## src/common/sop_pkg.sv

```systemverilog
// Shared constants and types for the four-port serial I/Q output block.
`default_nettype none
package sop_pkg;
   localparam int          SOP_PORTS        = 4;
   localparam int          SOP_ADDR_W       = 10;
   localparam int          SOP_DATA_W       = 16;
   localparam int          SOP_SAMPLE_W     = 24;
   localparam int          SOP_FRAME_W      = 48;
   // Per-port register offsets; address bits 9-8 select the port.
   localparam logic [7:0]  SOP_OFS_FORMAT   = 8'hA4;
   localparam logic [7:0]  SOP_OFS_PORTCFG  = 8'hA9;
   localparam logic [7:0]  SOP_OFS_STATUS   = 8'hAA;
   // Format register fields.
   localparam int          SOP_FMT_WLEN_LSB = 0;
   localparam int          SOP_FMT_FSM_LSB  = 2;
   localparam int          SOP_FMT_OFMT_LSB = 4;
   localparam int          SOP_FMT_FORCE    = 6;
   localparam int          SOP_FMT_COMMON   = 7;
   localparam int          SOP_FMT_SCALE_LSB = 8;
   localparam logic [15:0] SOP_FMT_RESET    = 16'h0000;
   // Port configuration register fields.
   localparam int          SOP_CFG_DIV_LSB  = 0;
   localparam int          SOP_CFG_MASTER   = 4;
   localparam logic [15:0] SOP_CFG_RESET    = 16'h0000;
   // Status register fields.
   localparam int          SOP_ST_READY     = 0;
   localparam int          SOP_ST_BUSY      = 1;
   localparam int          SOP_ST_MASTER    = 2;
   // Field encodings.
   localparam logic [1:0]  SOP_WLEN_12      = 2'h0;
   localparam logic [1:0]  SOP_WLEN_16      = 2'h1;
   localparam logic [1:0]  SOP_WLEN_24      = 2'h2;
   localparam logic [1:0]  SOP_OFMT_LINEAR  = 2'h0;
   localparam logic [1:0]  SOP_OFMT_F8E4    = 2'h1;
   localparam logic [1:0]  SOP_OFMT_F12E4   = 2'h2;
   localparam logic [1:0]  SOP_FSM_ONE      = 2'h0;
   localparam logic [1:0]  SOP_FSM_HIGH     = 2'h1;
   localparam logic [1:0]  SOP_FSM_EACH     = 2'h2;
   localparam logic [5:0]  SOP_COMPACT_LEN  = 6'h14;
   localparam logic [5:0]  SOP_COMPACT_WORD = 6'h0C;
   typedef enum logic [1:0] {SOP_IDLE, SOP_SYNC, SOP_SHIFT} sop_state_t;
endpackage
`default_nettype wire

```

## src/rtl/sop_serial_out.sv

```systemverilog
// Four independent serial output ports that format and shift out I/Q samples.
`timescale 1ns/1ps
`default_nettype none
// How it works
// - Four ports, each independently configured as master or slave.
// - Word length per port is 12, 16 or 24 bits.
// - Linear, 8+4 or 12+4 floating-point formats; 12+4 in a 12-bit word keeps only the mantissa.
// - Linear words are scaled by a programmable 4-bit left shift.
// - Every word goes out most significant bit first.
// - Exponent is automatic per I and Q, or shared in common mode.
// - Automatic exponent picks the smallest shift up to 15 that cannot overflow, else 15.
// - A fixed exponent from the scale field can be forced.
// - Compact order: I mantissa, I exponent, Q mantissa, Q exponent.
// - Compact frames are exactly 20 bits; trailing Q exponent is dropped.
// - Compact needs decimation 20, format 01 and common exponent set.
// - A finished sample fills the buffer; master syncs on next serial edge.
// - Sync mode one: sync for one serial cycle, then data.
// - Frame is all I bits followed directly by all Q bits.
// - Sync mode two: sync high with the first bit and during all data.
// - Sync mode three: sync pulse before first I bit and before first Q bit.
// - Frame end is high during the last Q bit in every mode.
// - Slave samples sync on a rising edge and shifts from the next one.
// - Ready flag shows a buffered frame waiting to be sent.
// - Master serial clock is master clock over divider plus one; a divider of zero runs as one.
// - Ports 1-3 reset as slaves; port 0 role comes from a strap pin.
module sop_serial_out
   import sop_pkg::*;
(
   input  wire logic                                        CLK_SYS,
   input  wire logic                                        RST_N,
   input  wire logic [sop_pkg::SOP_ADDR_W-1:0]              ADDR,
   input  wire logic [sop_pkg::SOP_DATA_W-1:0]              WDATA,
   input  wire logic                                        WR,
   input  wire logic                                        RD,
   output logic      [sop_pkg::SOP_DATA_W-1:0]              RDATA,
   input  wire logic                                        BUS_MASTER_SELECT0,
   input  wire logic [3:0]                                  SERIAL_CLOCK_DIVIDER0,
   input  wire logic [sop_pkg::SOP_PORTS-1:0]               DECIM_IS_20,
   input  wire logic [sop_pkg::SOP_PORTS-1:0]               SAMPLE_VALID,
   input  wire logic [sop_pkg::SOP_PORTS-1:0][23:0]         SAMPLE_I,
   input  wire logic [sop_pkg::SOP_PORTS-1:0][23:0]         SAMPLE_Q,
   input  wire logic [sop_pkg::SOP_PORTS-1:0]               SERIAL_CLOCK_I,
   output logic      [sop_pkg::SOP_PORTS-1:0]               SERIAL_CLOCK_O,
   output logic      [sop_pkg::SOP_PORTS-1:0]               SERIAL_CLOCK_OE_N,
   input  wire logic [sop_pkg::SOP_PORTS-1:0]               FRAME_SYNC_I,
   output logic      [sop_pkg::SOP_PORTS-1:0]               FRAME_SYNC_O,
   output logic      [sop_pkg::SOP_PORTS-1:0]               FRAME_SYNC_OE_N,
   output logic      [sop_pkg::SOP_PORTS-1:0]               SERIAL_DATA_OUT,
   output logic      [sop_pkg::SOP_PORTS-1:0]               SERIAL_DATA_OUT_OE_N,
   output logic      [sop_pkg::SOP_PORTS-1:0]               FRAME_END,
   output logic      [sop_pkg::SOP_PORTS-1:0]               FRAME_READY_FLAG
);
   import sop_pkg::*;

   // Smallest right shift up to 15 that keeps the sample inside an m-bit signed mantissa, else 15.
   function automatic logic [3:0] auto_exp(input logic [23:0] s, input int m);
      int         v;
      int         lim;
      logic [3:0] e;
      lim = 1 << (m - 1);
      e   = 4'hF;
      for (int k = 15; k >= 0; k--)
      begin
         v = int'($signed(s)) >>> k;
         if (v >= -lim && v < lim)
            e = 4'(k);
      end
      return e;
   endfunction

   // Mask that keeps the top n bits of a 24-bit left-aligned word.
   function automatic logic [23:0] top_mask(input logic [5:0] n);
      logic [47:0] t;
      t = {24'hFFFFFF, 24'h000000} >> n;
      return t[23:0];
   endfunction

   // One word of the frame, left aligned in 24 bits.
   function automatic logic [23:0] fmt_word(input logic [23:0] s, input logic [1:0] ofmt, input logic [3:0] e,
                                            input logic [3:0] scale, input logic [5:0] wlen);
      int          v;
      logic [23:0] w;
      logic [23:0] m;
      v = int'($signed(s)) <<< scale;
      if (v > 32'sh007FFFFF)
         v = 32'sh007FFFFF;
      else if (v < -32'sh00800000)
         v = -32'sh00800000;
      m = 24'($signed(s) >>> e);
      if (ofmt == SOP_OFMT_F8E4)
         w = {m[7:0], e, 12'h000};
      else if (ofmt == SOP_OFMT_F12E4)
         w = {m[11:0], e, 8'h00};
      else
         w = v[23:0];
      return w & top_mask(wlen);
   endfunction

   logic [SOP_PORTS-1:0][15:0] fmt_reg;
   logic [SOP_PORTS-1:0][15:0] cfg_reg;
   logic                       strap_done;
   logic                       master0;
   logic [1:0]                 rd_port;
   logic [7:0]                 rd_ofs;
   logic                       rd_q;

   // Port 0 role is caught from its strap in the first cycle after reset release.
   always_ff @(posedge CLK_SYS or negedge RST_N)
   begin
      if (!RST_N)
      begin
         strap_done <= 1'b0;
         master0    <= 1'b0;
      end
      else if (!strap_done)
      begin
         strap_done <= 1'b1;
         master0    <= BUS_MASTER_SELECT0;
      end
   end

   always_ff @(posedge CLK_SYS or negedge RST_N)
   begin
      if (!RST_N)
      begin
         for (int p = 0; p < SOP_PORTS; p++)
         begin
            fmt_reg[p] <= SOP_FMT_RESET;
            cfg_reg[p] <= SOP_CFG_RESET;
         end
      end
      else if (WR)
      begin
         if (ADDR[7:0] == SOP_OFS_FORMAT)
            fmt_reg[ADDR[9:8]] <= WDATA;
         else if (ADDR[7:0] == SOP_OFS_PORTCFG)
            cfg_reg[ADDR[9:8]] <= WDATA;
      end
   end

   logic       [SOP_PORTS-1:0] ready;
   logic       [SOP_PORTS-1:0] busy;
   logic       [SOP_PORTS-1:0] is_master;

   always_ff @(posedge CLK_SYS or negedge RST_N)
   begin
      if (!RST_N)
      begin
         rd_q    <= 1'b0;
         rd_port <= 2'h0;
         rd_ofs  <= 8'h00;
      end
      else
      begin
         rd_q    <= RD;
         rd_port <= ADDR[9:8];
         rd_ofs  <= ADDR[7:0];
      end
   end

   // Read data stand only in the cycle after the strobe; unmapped offsets read zero.
   always_comb
   begin
      RDATA = 16'h0000;
      if (rd_q)
      begin
         if (rd_ofs == SOP_OFS_FORMAT)
            RDATA = fmt_reg[rd_port];
         else if (rd_ofs == SOP_OFS_PORTCFG)
            RDATA = cfg_reg[rd_port];
         else if (rd_ofs == SOP_OFS_STATUS)
            RDATA = {13'h0000, is_master[rd_port], busy[rd_port], ready[rd_port]};
      end
   end

   for (genvar p = 0; p < SOP_PORTS; p++)
   begin : g_port
      logic [1:0]              wsel;
      logic [1:0]              fsm;
      logic [1:0]              ofmt;
      logic [3:0]              scale;
      logic [3:0]              div;
      logic                    compact;
      logic [5:0]              wlen;
      logic [5:0]              flen;
      logic [3:0]              e_i;
      logic [3:0]              e_q;
      logic [3:0]              use_i;
      logic [3:0]              use_q;
      logic [23:0]             w_i;
      logic [23:0]             w_q;
      logic [3:0]              div_cnt;
      logic                    sclk_q;
      logic                    tick;
      sop_state_t              state;
      logic [5:0]              bit_cnt;
      logic [SOP_FRAME_W-1:0]  frame_buf;
      logic [SOP_FRAME_W-1:0]  shreg;
      logic                    start;

      assign wsel      = fmt_reg[p][SOP_FMT_WLEN_LSB +: 2];
      assign fsm       = fmt_reg[p][SOP_FMT_FSM_LSB +: 2];
      assign ofmt      = fmt_reg[p][SOP_FMT_OFMT_LSB +: 2];
      assign scale     = fmt_reg[p][SOP_FMT_SCALE_LSB +: 4];
      assign is_master[p] = (p == 0) ? master0 : cfg_reg[p][SOP_CFG_MASTER];
      assign div       = ((p == 0) ? SERIAL_CLOCK_DIVIDER0 : cfg_reg[p][SOP_CFG_DIV_LSB +: 4]) |
                         {3'h0, ((p == 0) ? SERIAL_CLOCK_DIVIDER0 : cfg_reg[p][SOP_CFG_DIV_LSB +: 4]) == 4'h0};
      assign compact   = DECIM_IS_20[p] && (ofmt == SOP_OFMT_F8E4) && fmt_reg[p][SOP_FMT_COMMON];
      assign wlen      = compact ? SOP_COMPACT_WORD :
                         (wsel == SOP_WLEN_24) ? 6'h18 : (wsel == SOP_WLEN_16) ? 6'h10 : 6'h0C;
      assign flen      = compact ? SOP_COMPACT_LEN : 6'(wlen << 1);

      // Overflow is avoided first, so the exponent may cost small-value precision.
      assign e_i   = auto_exp(SAMPLE_I[p], (ofmt == SOP_OFMT_F12E4) ? 12 : 8);
      assign e_q   = auto_exp(SAMPLE_Q[p], (ofmt == SOP_OFMT_F12E4) ? 12 : 8);
      assign use_i = fmt_reg[p][SOP_FMT_FORCE] ? scale :
                     fmt_reg[p][SOP_FMT_COMMON] ? ((e_i > e_q) ? e_i : e_q) : e_i;
      assign use_q = fmt_reg[p][SOP_FMT_FORCE] ? scale :
                     fmt_reg[p][SOP_FMT_COMMON] ? ((e_i > e_q) ? e_i : e_q) : e_q;
      assign w_i   = fmt_word(SAMPLE_I[p], ofmt, use_i, scale, wlen);
      assign w_q   = fmt_word(SAMPLE_Q[p], ofmt, use_q, scale, wlen);

      // A divider of zero would need a clock as fast as the system clock, so it runs as one.
      always_ff @(posedge CLK_SYS or negedge RST_N)
      begin
         if (!RST_N)
         begin
            div_cnt           <= 4'h0;
            sclk_q            <= 1'b0;
            SERIAL_CLOCK_O[p] <= 1'b0;
         end
         else
         begin
            sclk_q <= SERIAL_CLOCK_I[p];
            if (!is_master[p] || div_cnt >= div)
               div_cnt <= 4'h0;
            else
               div_cnt <= div_cnt + 4'h1;
            SERIAL_CLOCK_O[p] <= is_master[p] && (tick || (div_cnt < (div >> 1)));
         end
      end

      assign tick  = is_master[p] ? (div_cnt >= div) : (SERIAL_CLOCK_I[p] && !sclk_q);
      assign start = tick && (state == SOP_IDLE) &&
                     (is_master[p] ? ready[p] : FRAME_SYNC_I[p]);

      // Each finished sample lands in the buffer as a complete I-then-Q frame.
      always_ff @(posedge CLK_SYS or negedge RST_N)
      begin
         if (!RST_N)
            frame_buf <= 48'h000000000000;
         else if (SAMPLE_VALID[p])
            frame_buf <= {w_i, 24'h000000} | ({w_q, 24'h000000} >> wlen);
      end

      // A new sample in the same cycle as a frame start keeps the flag set.
      always_ff @(posedge CLK_SYS or negedge RST_N)
      begin
         if (!RST_N)
            ready[p] <= 1'b0;
         else if (SAMPLE_VALID[p])
            ready[p] <= 1'b1;
         else if (start)
            ready[p] <= 1'b0;
      end

      always_ff @(posedge CLK_SYS or negedge RST_N)
      begin
         if (!RST_N)
         begin
            state              <= SOP_IDLE;
            bit_cnt            <= 6'h00;
            shreg              <= 48'h000000000000;
            SERIAL_DATA_OUT[p] <= 1'b0;
            FRAME_SYNC_O[p]    <= 1'b0;
            FRAME_END[p]       <= 1'b0;
         end
         else if (tick)
         begin
            case (state)
               SOP_IDLE:
               begin
                  if (start && is_master[p] && fsm == SOP_FSM_HIGH)
                  begin
                     state              <= SOP_SHIFT;
                     bit_cnt            <= 6'h00;
                     SERIAL_DATA_OUT[p] <= frame_buf[SOP_FRAME_W-1];
                     shreg              <= frame_buf << 1;
                     FRAME_SYNC_O[p]    <= 1'b1;
                  end
                  else if (start)
                  begin
                     state           <= SOP_SYNC;
                     shreg           <= frame_buf;
                     FRAME_SYNC_O[p] <= is_master[p];
                  end
               end
               SOP_SYNC:
               begin
                  state              <= SOP_SHIFT;
                  bit_cnt            <= 6'h00;
                  SERIAL_DATA_OUT[p] <= shreg[SOP_FRAME_W-1];
                  shreg              <= shreg << 1;
                  FRAME_SYNC_O[p]    <= 1'b0;
                  FRAME_END[p]       <= (flen == 6'h01);
               end
               SOP_SHIFT:
               begin
                  if (bit_cnt + 6'h01 >= flen)
                  begin
                     state           <= SOP_IDLE;
                     FRAME_SYNC_O[p] <= 1'b0;
                     FRAME_END[p]    <= 1'b0;
                  end
                  else
                  begin
                     bit_cnt            <= bit_cnt + 6'h01;
                     SERIAL_DATA_OUT[p] <= shreg[SOP_FRAME_W-1];
                     shreg              <= shreg << 1;
                     FRAME_END[p]       <= (bit_cnt + 6'h02 == flen);
                     if (is_master[p] && fsm == SOP_FSM_HIGH)
                        FRAME_SYNC_O[p] <= 1'b1;
                     else
                        FRAME_SYNC_O[p] <= is_master[p] && fsm == SOP_FSM_EACH &&
                                           (bit_cnt + 6'h02 == wlen);
                  end
               end
               default:
                  state <= SOP_IDLE;
            endcase
         end
      end

      assign busy[p]                 = (state != SOP_IDLE);
      assign SERIAL_CLOCK_OE_N[p]    = !is_master[p];
      assign FRAME_SYNC_OE_N[p]      = !is_master[p];
      // Releasing the data pin outside frames lets cascaded ports share the line.
      assign SERIAL_DATA_OUT_OE_N[p] = (state != SOP_SHIFT);
      assign FRAME_READY_FLAG[p]     = ready[p];
   end

endmodule // sop_serial_out
`default_nettype wire

```

## config.mk

```make
export PLATFORM = sky130hd
export DESIGN_NAME = sop_serial_out
export DESIGN_NICKNAME = d
export VERILOG_FILES = /design/src/common/sop_pkg.sv /design/src/rtl/sop_serial_out.sv
export SDC_FILE = /design/constraint.sdc
export NUM_CORES = 2
export LEC_CHECK = 0
export BUFFER_PORTS_ARGS = -buffer_cell sky130_fd_sc_hd__buf_2
export CAP_MARGIN = 5
export CORE_MARGIN = 1
export CORE_UTILIZATION = 64
export DETAILED_ROUTE_END_ITERATION = 10
export MAX_ROUTING_LAYER = met4
export PLACE_DENSITY = 0.82
export SYNTH_ARGS = -nofsm -noshare
export SYNTH_HDL_FRONTEND = slang
export SYNTH_SLANG_ARGS = --single-unit
export TNS_END_PERCENT = 50
```

## constraint.sdc

```tcl
create_clock -name CLK_SYS -period 10 [get_ports CLK_SYS]
set_input_delay 1 -clock CLK_SYS [delete_from_list [all_inputs] [get_ports CLK_SYS]]
set_output_delay 1 -clock CLK_SYS [all_outputs]
set_load 0.01 [all_outputs]
```

# After elaboration in Yosys (flattened, before gate mapping)
# Index checks and enable logic that the tools add are counted.
# classes
n_addsub	20
n_lt_le_gt_ge	275
eq_ne	69
n_shift	28
mux	314
n_bitwise	17
reduce_logical	227
# op_table
cell	n
24-bit two-way mux	32
48-bit two-way mux	12
48-bit case mux with 3 select lines	4
4-bit two-way mux	124
10-bit by 32-bit greater-or-equal comparator with 1-bit output	8
11-bit by 32-bit greater-or-equal comparator with 1-bit output	8
12-bit by 32-bit greater-or-equal comparator with 1-bit output	8
13-bit by 32-bit greater-or-equal comparator with 1-bit output	8
14-bit by 32-bit greater-or-equal comparator with 1-bit output	8
15-bit by 32-bit greater-or-equal comparator with 1-bit output	8
16-bit by 32-bit greater-or-equal comparator with 1-bit output	8
17-bit by 32-bit greater-or-equal comparator with 1-bit output	8
18-bit by 32-bit greater-or-equal comparator with 1-bit output	8
19-bit by 32-bit greater-or-equal comparator with 1-bit output	8
20-bit by 32-bit greater-or-equal comparator with 1-bit output	8
21-bit by 32-bit greater-or-equal comparator with 1-bit output	8
22-bit by 32-bit greater-or-equal comparator with 1-bit output	8
23-bit by 32-bit greater-or-equal comparator with 1-bit output	8
24-bit by 32-bit greater-or-equal comparator with 1-bit output	8
32-bit by 24-bit > comparator with 1-bit output (second input constant)	8
10-bit by 32-bit less-than comparator with 1-bit output	8
11-bit by 32-bit less-than comparator with 1-bit output	8
12-bit by 32-bit less-than comparator with 1-bit output	8
13-bit by 32-bit less-than comparator with 1-bit output	8
65 further kinds	618
# word_totals
register_bits	597
in_bits	243
wordCells	1007

# Logic depth before layout (Yosys ltp)
# depth
ltp_word	32
mapped_depth	36

# Worst setup path before layout
# No wires, ideal clock.
# synth_timing
path_kind	reg2reg
from	register fmt_reg[21] in the netlist's numbering
to	register g_port[1].frame_buf[16]
arrival_time_ns	7.637
t_required_ns	9.854
setup_slack_ns	2.217
path_stages_with_launch	30
period_less_slack_ns	7.783
cell_sequence	dfrtp_1 -> nor2b_1 -> inv_1 -> clkbuf_1 -> clkbuf_1 -> clkbuf_1 -> clkbuf_1 -> ha_1 -> nor2b_1 -> o31ai_1 -> a221oi_1 -> or3b_2 -> a2111o_1 -> a31oi_2 -> inv_1 -> ha_1 -> nor2b_1 -> o21a_1 -> o21a_1 -> o211ai_1 -> nor2b_1 -> o211ai_1 -> nand3_1 -> mux4_2 -> nor2b_1 -> a211oi_1 -> a211oi_1 -> o221a_2 -> a221oi_1 -> a311oi_1
# synth_between
elab_chain_cells	32
# synth_lines
element	line	source
start, declared	sop_serial_out.sv:99	logic [SOP_PORTS-1:0][15:0] fmt_reg;
start signal, assigned by index	sop_serial_out.sv:128	fmt_reg[p] <= SOP_FMT_RESET;
start signal, assigned by index	sop_serial_out.sv:135	fmt_reg[ADDR[9:8]] <= WDATA;
2-bit == test	sop_serial_out.sv:92, sop_serial_out.sv:214, sop_serial_out.sv:215	
3-bit two-way mux	sop_serial_out.sv:214, sop_serial_out.sv:215	
4-bit by 1-bit subtractor with 5-bit output	sop_serial_out.sv:60	lim = 1 << (m - 1);
1-bit by 32-bit left shift with 32-bit output	sop_serial_out.sv:60	
32-bit negation	sop_serial_out.sv:65	if (v >= -lim && v < lim)
10-bit by 32-bit greater-or-equal comparator with 1-bit output	sop_serial_out.sv:65	
1-bit logical AND	sop_serial_out.sv:65	
1-bit two-way mux	sop_serial_out.sv:65	
[15 not listed]	-	
4-bit two-way mux (2 in series)	sop_serial_out.sv:219	fmt_reg[p][SOP_FMT_COMMON] ? ((e_i > e_q) ? e_i : e_q) : e_q;
4-bit two-way mux	sop_serial_out.sv:218	assign use_q = fmt_reg[p][SOP_FMT_FORCE] ? scale :
24-bit by 4-bit >>> shifter with 12-bit output	sop_serial_out.sv:89	m = 24'($signed(s) >>> e);
24-bit two-way mux	sop_serial_out.sv:92	else if (ofmt == SOP_OFMT_F12E4)
24-bit two-way mux	sop_serial_out.sv:90	if (ofmt == SOP_OFMT_F8E4)
24-bit bitwise AND	sop_serial_out.sv:96	return w & top_mask(wlen);
48-bit by 5-bit >> shifter with 48-bit output *	sop_serial_out.sv:253	frame_buf <= {w_i, 24'h000000} | ({w_q, 24'h000000} >> wlen);
48-bit bitwise OR *	sop_serial_out.sv:253	
end signal, assigned	sop_serial_out.sv:253	
end, declared	sop_serial_out.sv:197	logic [SOP_FRAME_W-1:0] frame_buf;
# Mark *: on every way between the ends. The rest lies on a longest branch, timed or not.
# A chain may end at the register's enable or synchronous reset.

# Worst setup path in the final report
# layout_timing
from	register fmt_reg[53] in the netlist's numbering
to	register g_port[3].frame_buf[30]
# layout_between
elab_chain_cells	32
# layout_lines
element	line
2-bit == test	sop_serial_out.sv:92, sop_serial_out.sv:214, sop_serial_out.sv:215
3-bit two-way mux	sop_serial_out.sv:214, sop_serial_out.sv:215
4-bit by 1-bit subtractor with 5-bit output	sop_serial_out.sv:60
1-bit by 32-bit left shift with 32-bit output	sop_serial_out.sv:60
32-bit negation	sop_serial_out.sv:65
10-bit by 32-bit greater-or-equal comparator with 1-bit output	sop_serial_out.sv:65
1-bit logical AND	sop_serial_out.sv:65
1-bit two-way mux	sop_serial_out.sv:65
[15 not listed]	-
4-bit two-way mux (2 in series)	sop_serial_out.sv:219
4-bit two-way mux	sop_serial_out.sv:218
24-bit by 4-bit >>> shifter with 12-bit output	sop_serial_out.sv:89
24-bit two-way mux	sop_serial_out.sv:92
24-bit two-way mux	sop_serial_out.sv:90
24-bit bitwise AND	sop_serial_out.sv:96
48-bit by 5-bit >> shifter with 48-bit output	sop_serial_out.sv:253
48-bit bitwise OR *	sop_serial_out.sv:253
end signal, assigned	sop_serial_out.sv:253
end, declared	sop_serial_out.sv:197
# Marked as above.

==> impl_metrics.csv <==
group,metric,value,unit
critical_path,max_stage_delay,0.93,ns
critical_path,slowest_stage,"o221ai_4",
synth,synth_ff_type,"dfrtp_1",
sta,slew_viol_final,0,
global_routing,grt_overflow,0,
run_status,status,"finished, final reports clean",
synth,synth_xor_area_share,0.6061,%
synth,synth_compound_area_share,25.86,%
critical_path,startpoint_type,"flop",
cts,clk_path_buf_depth,3,
die,dieWidth,317.2,um
route,drc,0,
global_routing,grt_max_degree,182,
critical_path,critPathLaunch,"fmt_reg[53]",
finish,drive_gt1_share,13.15,%
synth,synthMuxAreaShare,20.96,%
power,vdd_ir_drop_max,0.0003439,V
finish,area_growth,5.738,%
die,start_util,64.60,%
synth,synth_top_cell_area_share,23.50,%
finish,reg_top3,"g_port.frame_buf (192), g_port.shreg (192)",
synth,async_flop_share,100.0,%
critical_path,worstReg2RegEnd,"g_port[3].frame_buf[30]",
route,wl_met1,89.58,mm
critical_path,endpoint,"g_port[3].frame_buf[30]",
power,p_per_area,136.2,mW/mm2
synth,ys_warn_count,0,
synth,yosysSeqAreaShare,23.50,%
power,power.total,9.155,mW
sta,finalCritPeriodShare,82.85,%
sta,worst_pin_slew,1.332,ns
die,dieArea,0.1006,mm2
global_routing,grt_pass1_wl,338.6,mm
cts,clock_latency,0.65,ns
cts,htree_num_levels,3,
route,vias,65140,
critical_path,r2r-start,"fmt_reg[53]",
sta,rsz0062_at_grt,"false",
critical_path,rrSetupSlack,1.72,ns
critical_path,worstPathArrival,8.83,ns
route,met2_length,96.42,mm
finish,fin_util,68.31,%
synth,synth_nets,8444,
sta,fmax,120.7,MHz
global_routing,track_usage,43.12,%
critical_path,timing.critical_path.mode_cell,"nor2b_1",
route,drtPass1Iterations,7,
synth,synth_top_family_by_area,"compound AO/OA/AOI/OAI gates",
route,top_layer_used,"met4",
synth,synth-edff-count,0,
power,power_leakage,28.54,nW
cts,post-cts-setup-buffers,0,
synth,syn-cell-area,0.06358,mm2
route,route.met3.wl,23.38,mm
place,gp_congestion,1.032,
synth,synthAdderAreaFrac,4.109,%
cts,numCtsBuffers,68,
synth,netlist_instances,7993,
die,io_pins,291,
die,dieHeight,317.2,um
synth,yosys.area_share.simple,19.03,%
route,dr.first_iter.drc_count,8506,
cts,clk_pin_slew_worst_paths,0.06,ns
synth,synth.most_common_cell,"nand2_1",
synth,syn_area_per_cell,7.955,um2
sta,post-route-min-period,8.285,ns
cts,tritoncts,"done",
critical_path,cp.required,10.55,ns
critical_path,path_max_fanout,62,
sta,maxSlewHeadroom,10.80,%
synth,yosysUniqueCellTypes,115,
route,wl_per_cell,23.95,um
cts,postCtsResizedCells,0,
cts,cts_root_buf,"clkbuf_16",
cts,hold_buffers,0,
synth,synthTopCellsByArea,"dfrtp_1 (23%), mux2i_1 (12%), o21ai_0 (5.3%), a21oi_1 (5.1%), nand2_1 (5.1%)",
synth,yosys-top-cells-count,"nand2_1 (865), mux2i_1 (771), nor2_1 (730), o21ai_0 (667), a21oi_1 (650)",
critical_path,cp-end-kind,"flop",
critical_path,path_class,"reg -> reg",
job,maxCapViolCount,0,
synth,ys_ff_latch,597,
route,vias_per_cell,7.125,
critical_path,reg2reg_depth,28,
sta,tns,0,ns
die,rows,115,
global_routing,antenna_found_initial,41,
die,core_area,0.09842,mm2
place,dp_hpwl,153.6,mm
sta,hold_violations,0,
finish,fin_nets,8218,
min_path,hp-class,"in -> async",
route,wl,218.9,mm
place,numPortBuffers,290,
sta,setup_viol,0,
synth,synth_top_area_cell,"dfrtp_1",
sta,clock_skew,0.04203,ns
cts,clock-sinks,597,
route,drtAntennaViolNets,0,
global_routing,grt_pass1_vias,60110,
## logic make-up (layout without fill, tap and decap cells)
| kind of cell | Yosys count | after routing |
|---|---|---|
| multiplexers | 1133 | 1133 |
| other | 1 | 38 |
| AND/OR/NAND/NOR | 2559 | 2559 |
| XOR/XNOR | 44 | 44 |
| flip-flops | 597 | 597 |
| buffers and inverters | 937 | 762 |
| AO/OA/AOI/OAI | 2513 | 2513 |
| adder cells (fa/ha/maj) | 209 | 209 |
## worst max-delay path: cells and delay by family (launching register included)
family | cells | cell delay, ns
mux | 1 | 0.25
flops | 1 | 0.37
simple gates | 7 | 1.26
compound gates | 13 | 4.27
fa+ha+maj | 2 | 0.62
buf+inv | 5 | 1.40
## metal layers
| metal | track usage, % | up-vias |
|---|---|---|
| li1 | - | 29510 |
| met3 | 8.960 | 702 |
| met1 | 57.45 | 31030 |
| met4 | 17.31 | 0 |
| met5 | - | - |
| met2 | 63.84 | 3899 |
## where the power goes
group	switching [mW]	total [mW]	internal, mW	leakage, nW
clock	1.07	2.58	1.50	1.12
sequential	0.292	3.07	2.78	7.74
combinational	2.28	3.50	1.23	19.7
total	3.64	9.15	5.51	28.5
## layout make-up
type                    count  area [um2]
clock inverters            21       269.0
clock buffers             100        2003
inverters                 249       937.1
fillers                  8209       31190
well taps                1287        1610
multi-input cells        6459       45090
repair buffers            392        2265
flip-flops and latches    597       14960
diodes                     37       92.59
## how the worst min path moves through the flow
stage	from	to	slack (ns)	cells past startpoint
6_report	RST_N	g_port[0].shreg[44]	0.39	1
5_1_grt	RST_N	g_port[0].shreg[40]	0.44	1
4_1_cts	RST_N	g_port[0].shreg[46]	0.39	1
3_5_place_dp	g_port[0].shreg[0]	g_port[0].shreg[0]	0.46	2
3_3_place_gp	SERIAL_DATA_OUT[0]	SERIAL_DATA_OUT[0]	0.46	2
2_1_floorplan	g_port[0].shreg[0]	g_port[0].shreg[0]	0.44	2
## per-stage QoR
step,worst slack [ns],instances,cell area [um2],hold WS (ns)
2_1_floorplan,2.217,7993,63580,0.4435
3_3_place_gp,2.103,8984,64870,0.4588
3_5_place_dp,2.009,8984,64870,0.4640
4_1_cts,1.999,9105,67140,0.3946
5_1_grt,1.213,9139,67220,0.4394
6_report,1.715,9142,67230,0.3857
## placed cells by master (no fill, tap or decap), drive strengths merged, types with 36 or more instances in the layout
cell type | synthesis | routed
nand2 | 867 | 867
inv | 241 | 247
o2bb2ai | 45 | 45
nand3 | 156 | 156
o221ai | 52 | 52
and3 | 42 | 42
ha | 208 | 208
a211oi | 131 | 131
mux4 | 136 | 136
mux2i | 771 | 771
o22ai | 39 | 39
and2 | 49 | 49
clkbuf | 514 | 100
nand2b | 81 | 81
nor4 | 42 | 42
nand3b | 67 | 67
or2 | 41 | 41
nor2 | 733 | 733
o211ai | 110 | 110
o21a | 52 | 52
a31oi | 89 | 89
a221oi | 38 | 38
nor2b | 94 | 94
o21ai | 693 | 693
a22oi | 36 | 36
a211o | 44 | 44
nand4 | 78 | 78
nor3 | 132 | 132
a21oi | 650 | 650
o31ai | 41 | 41
or3 | 42 | 42
a21o | 45 | 45
mux2 | 226 | 226
buf | 174 | 392
diode | 0 | 37
dfrtp | 597 | 597
Power figures use the tool's default switching activity.
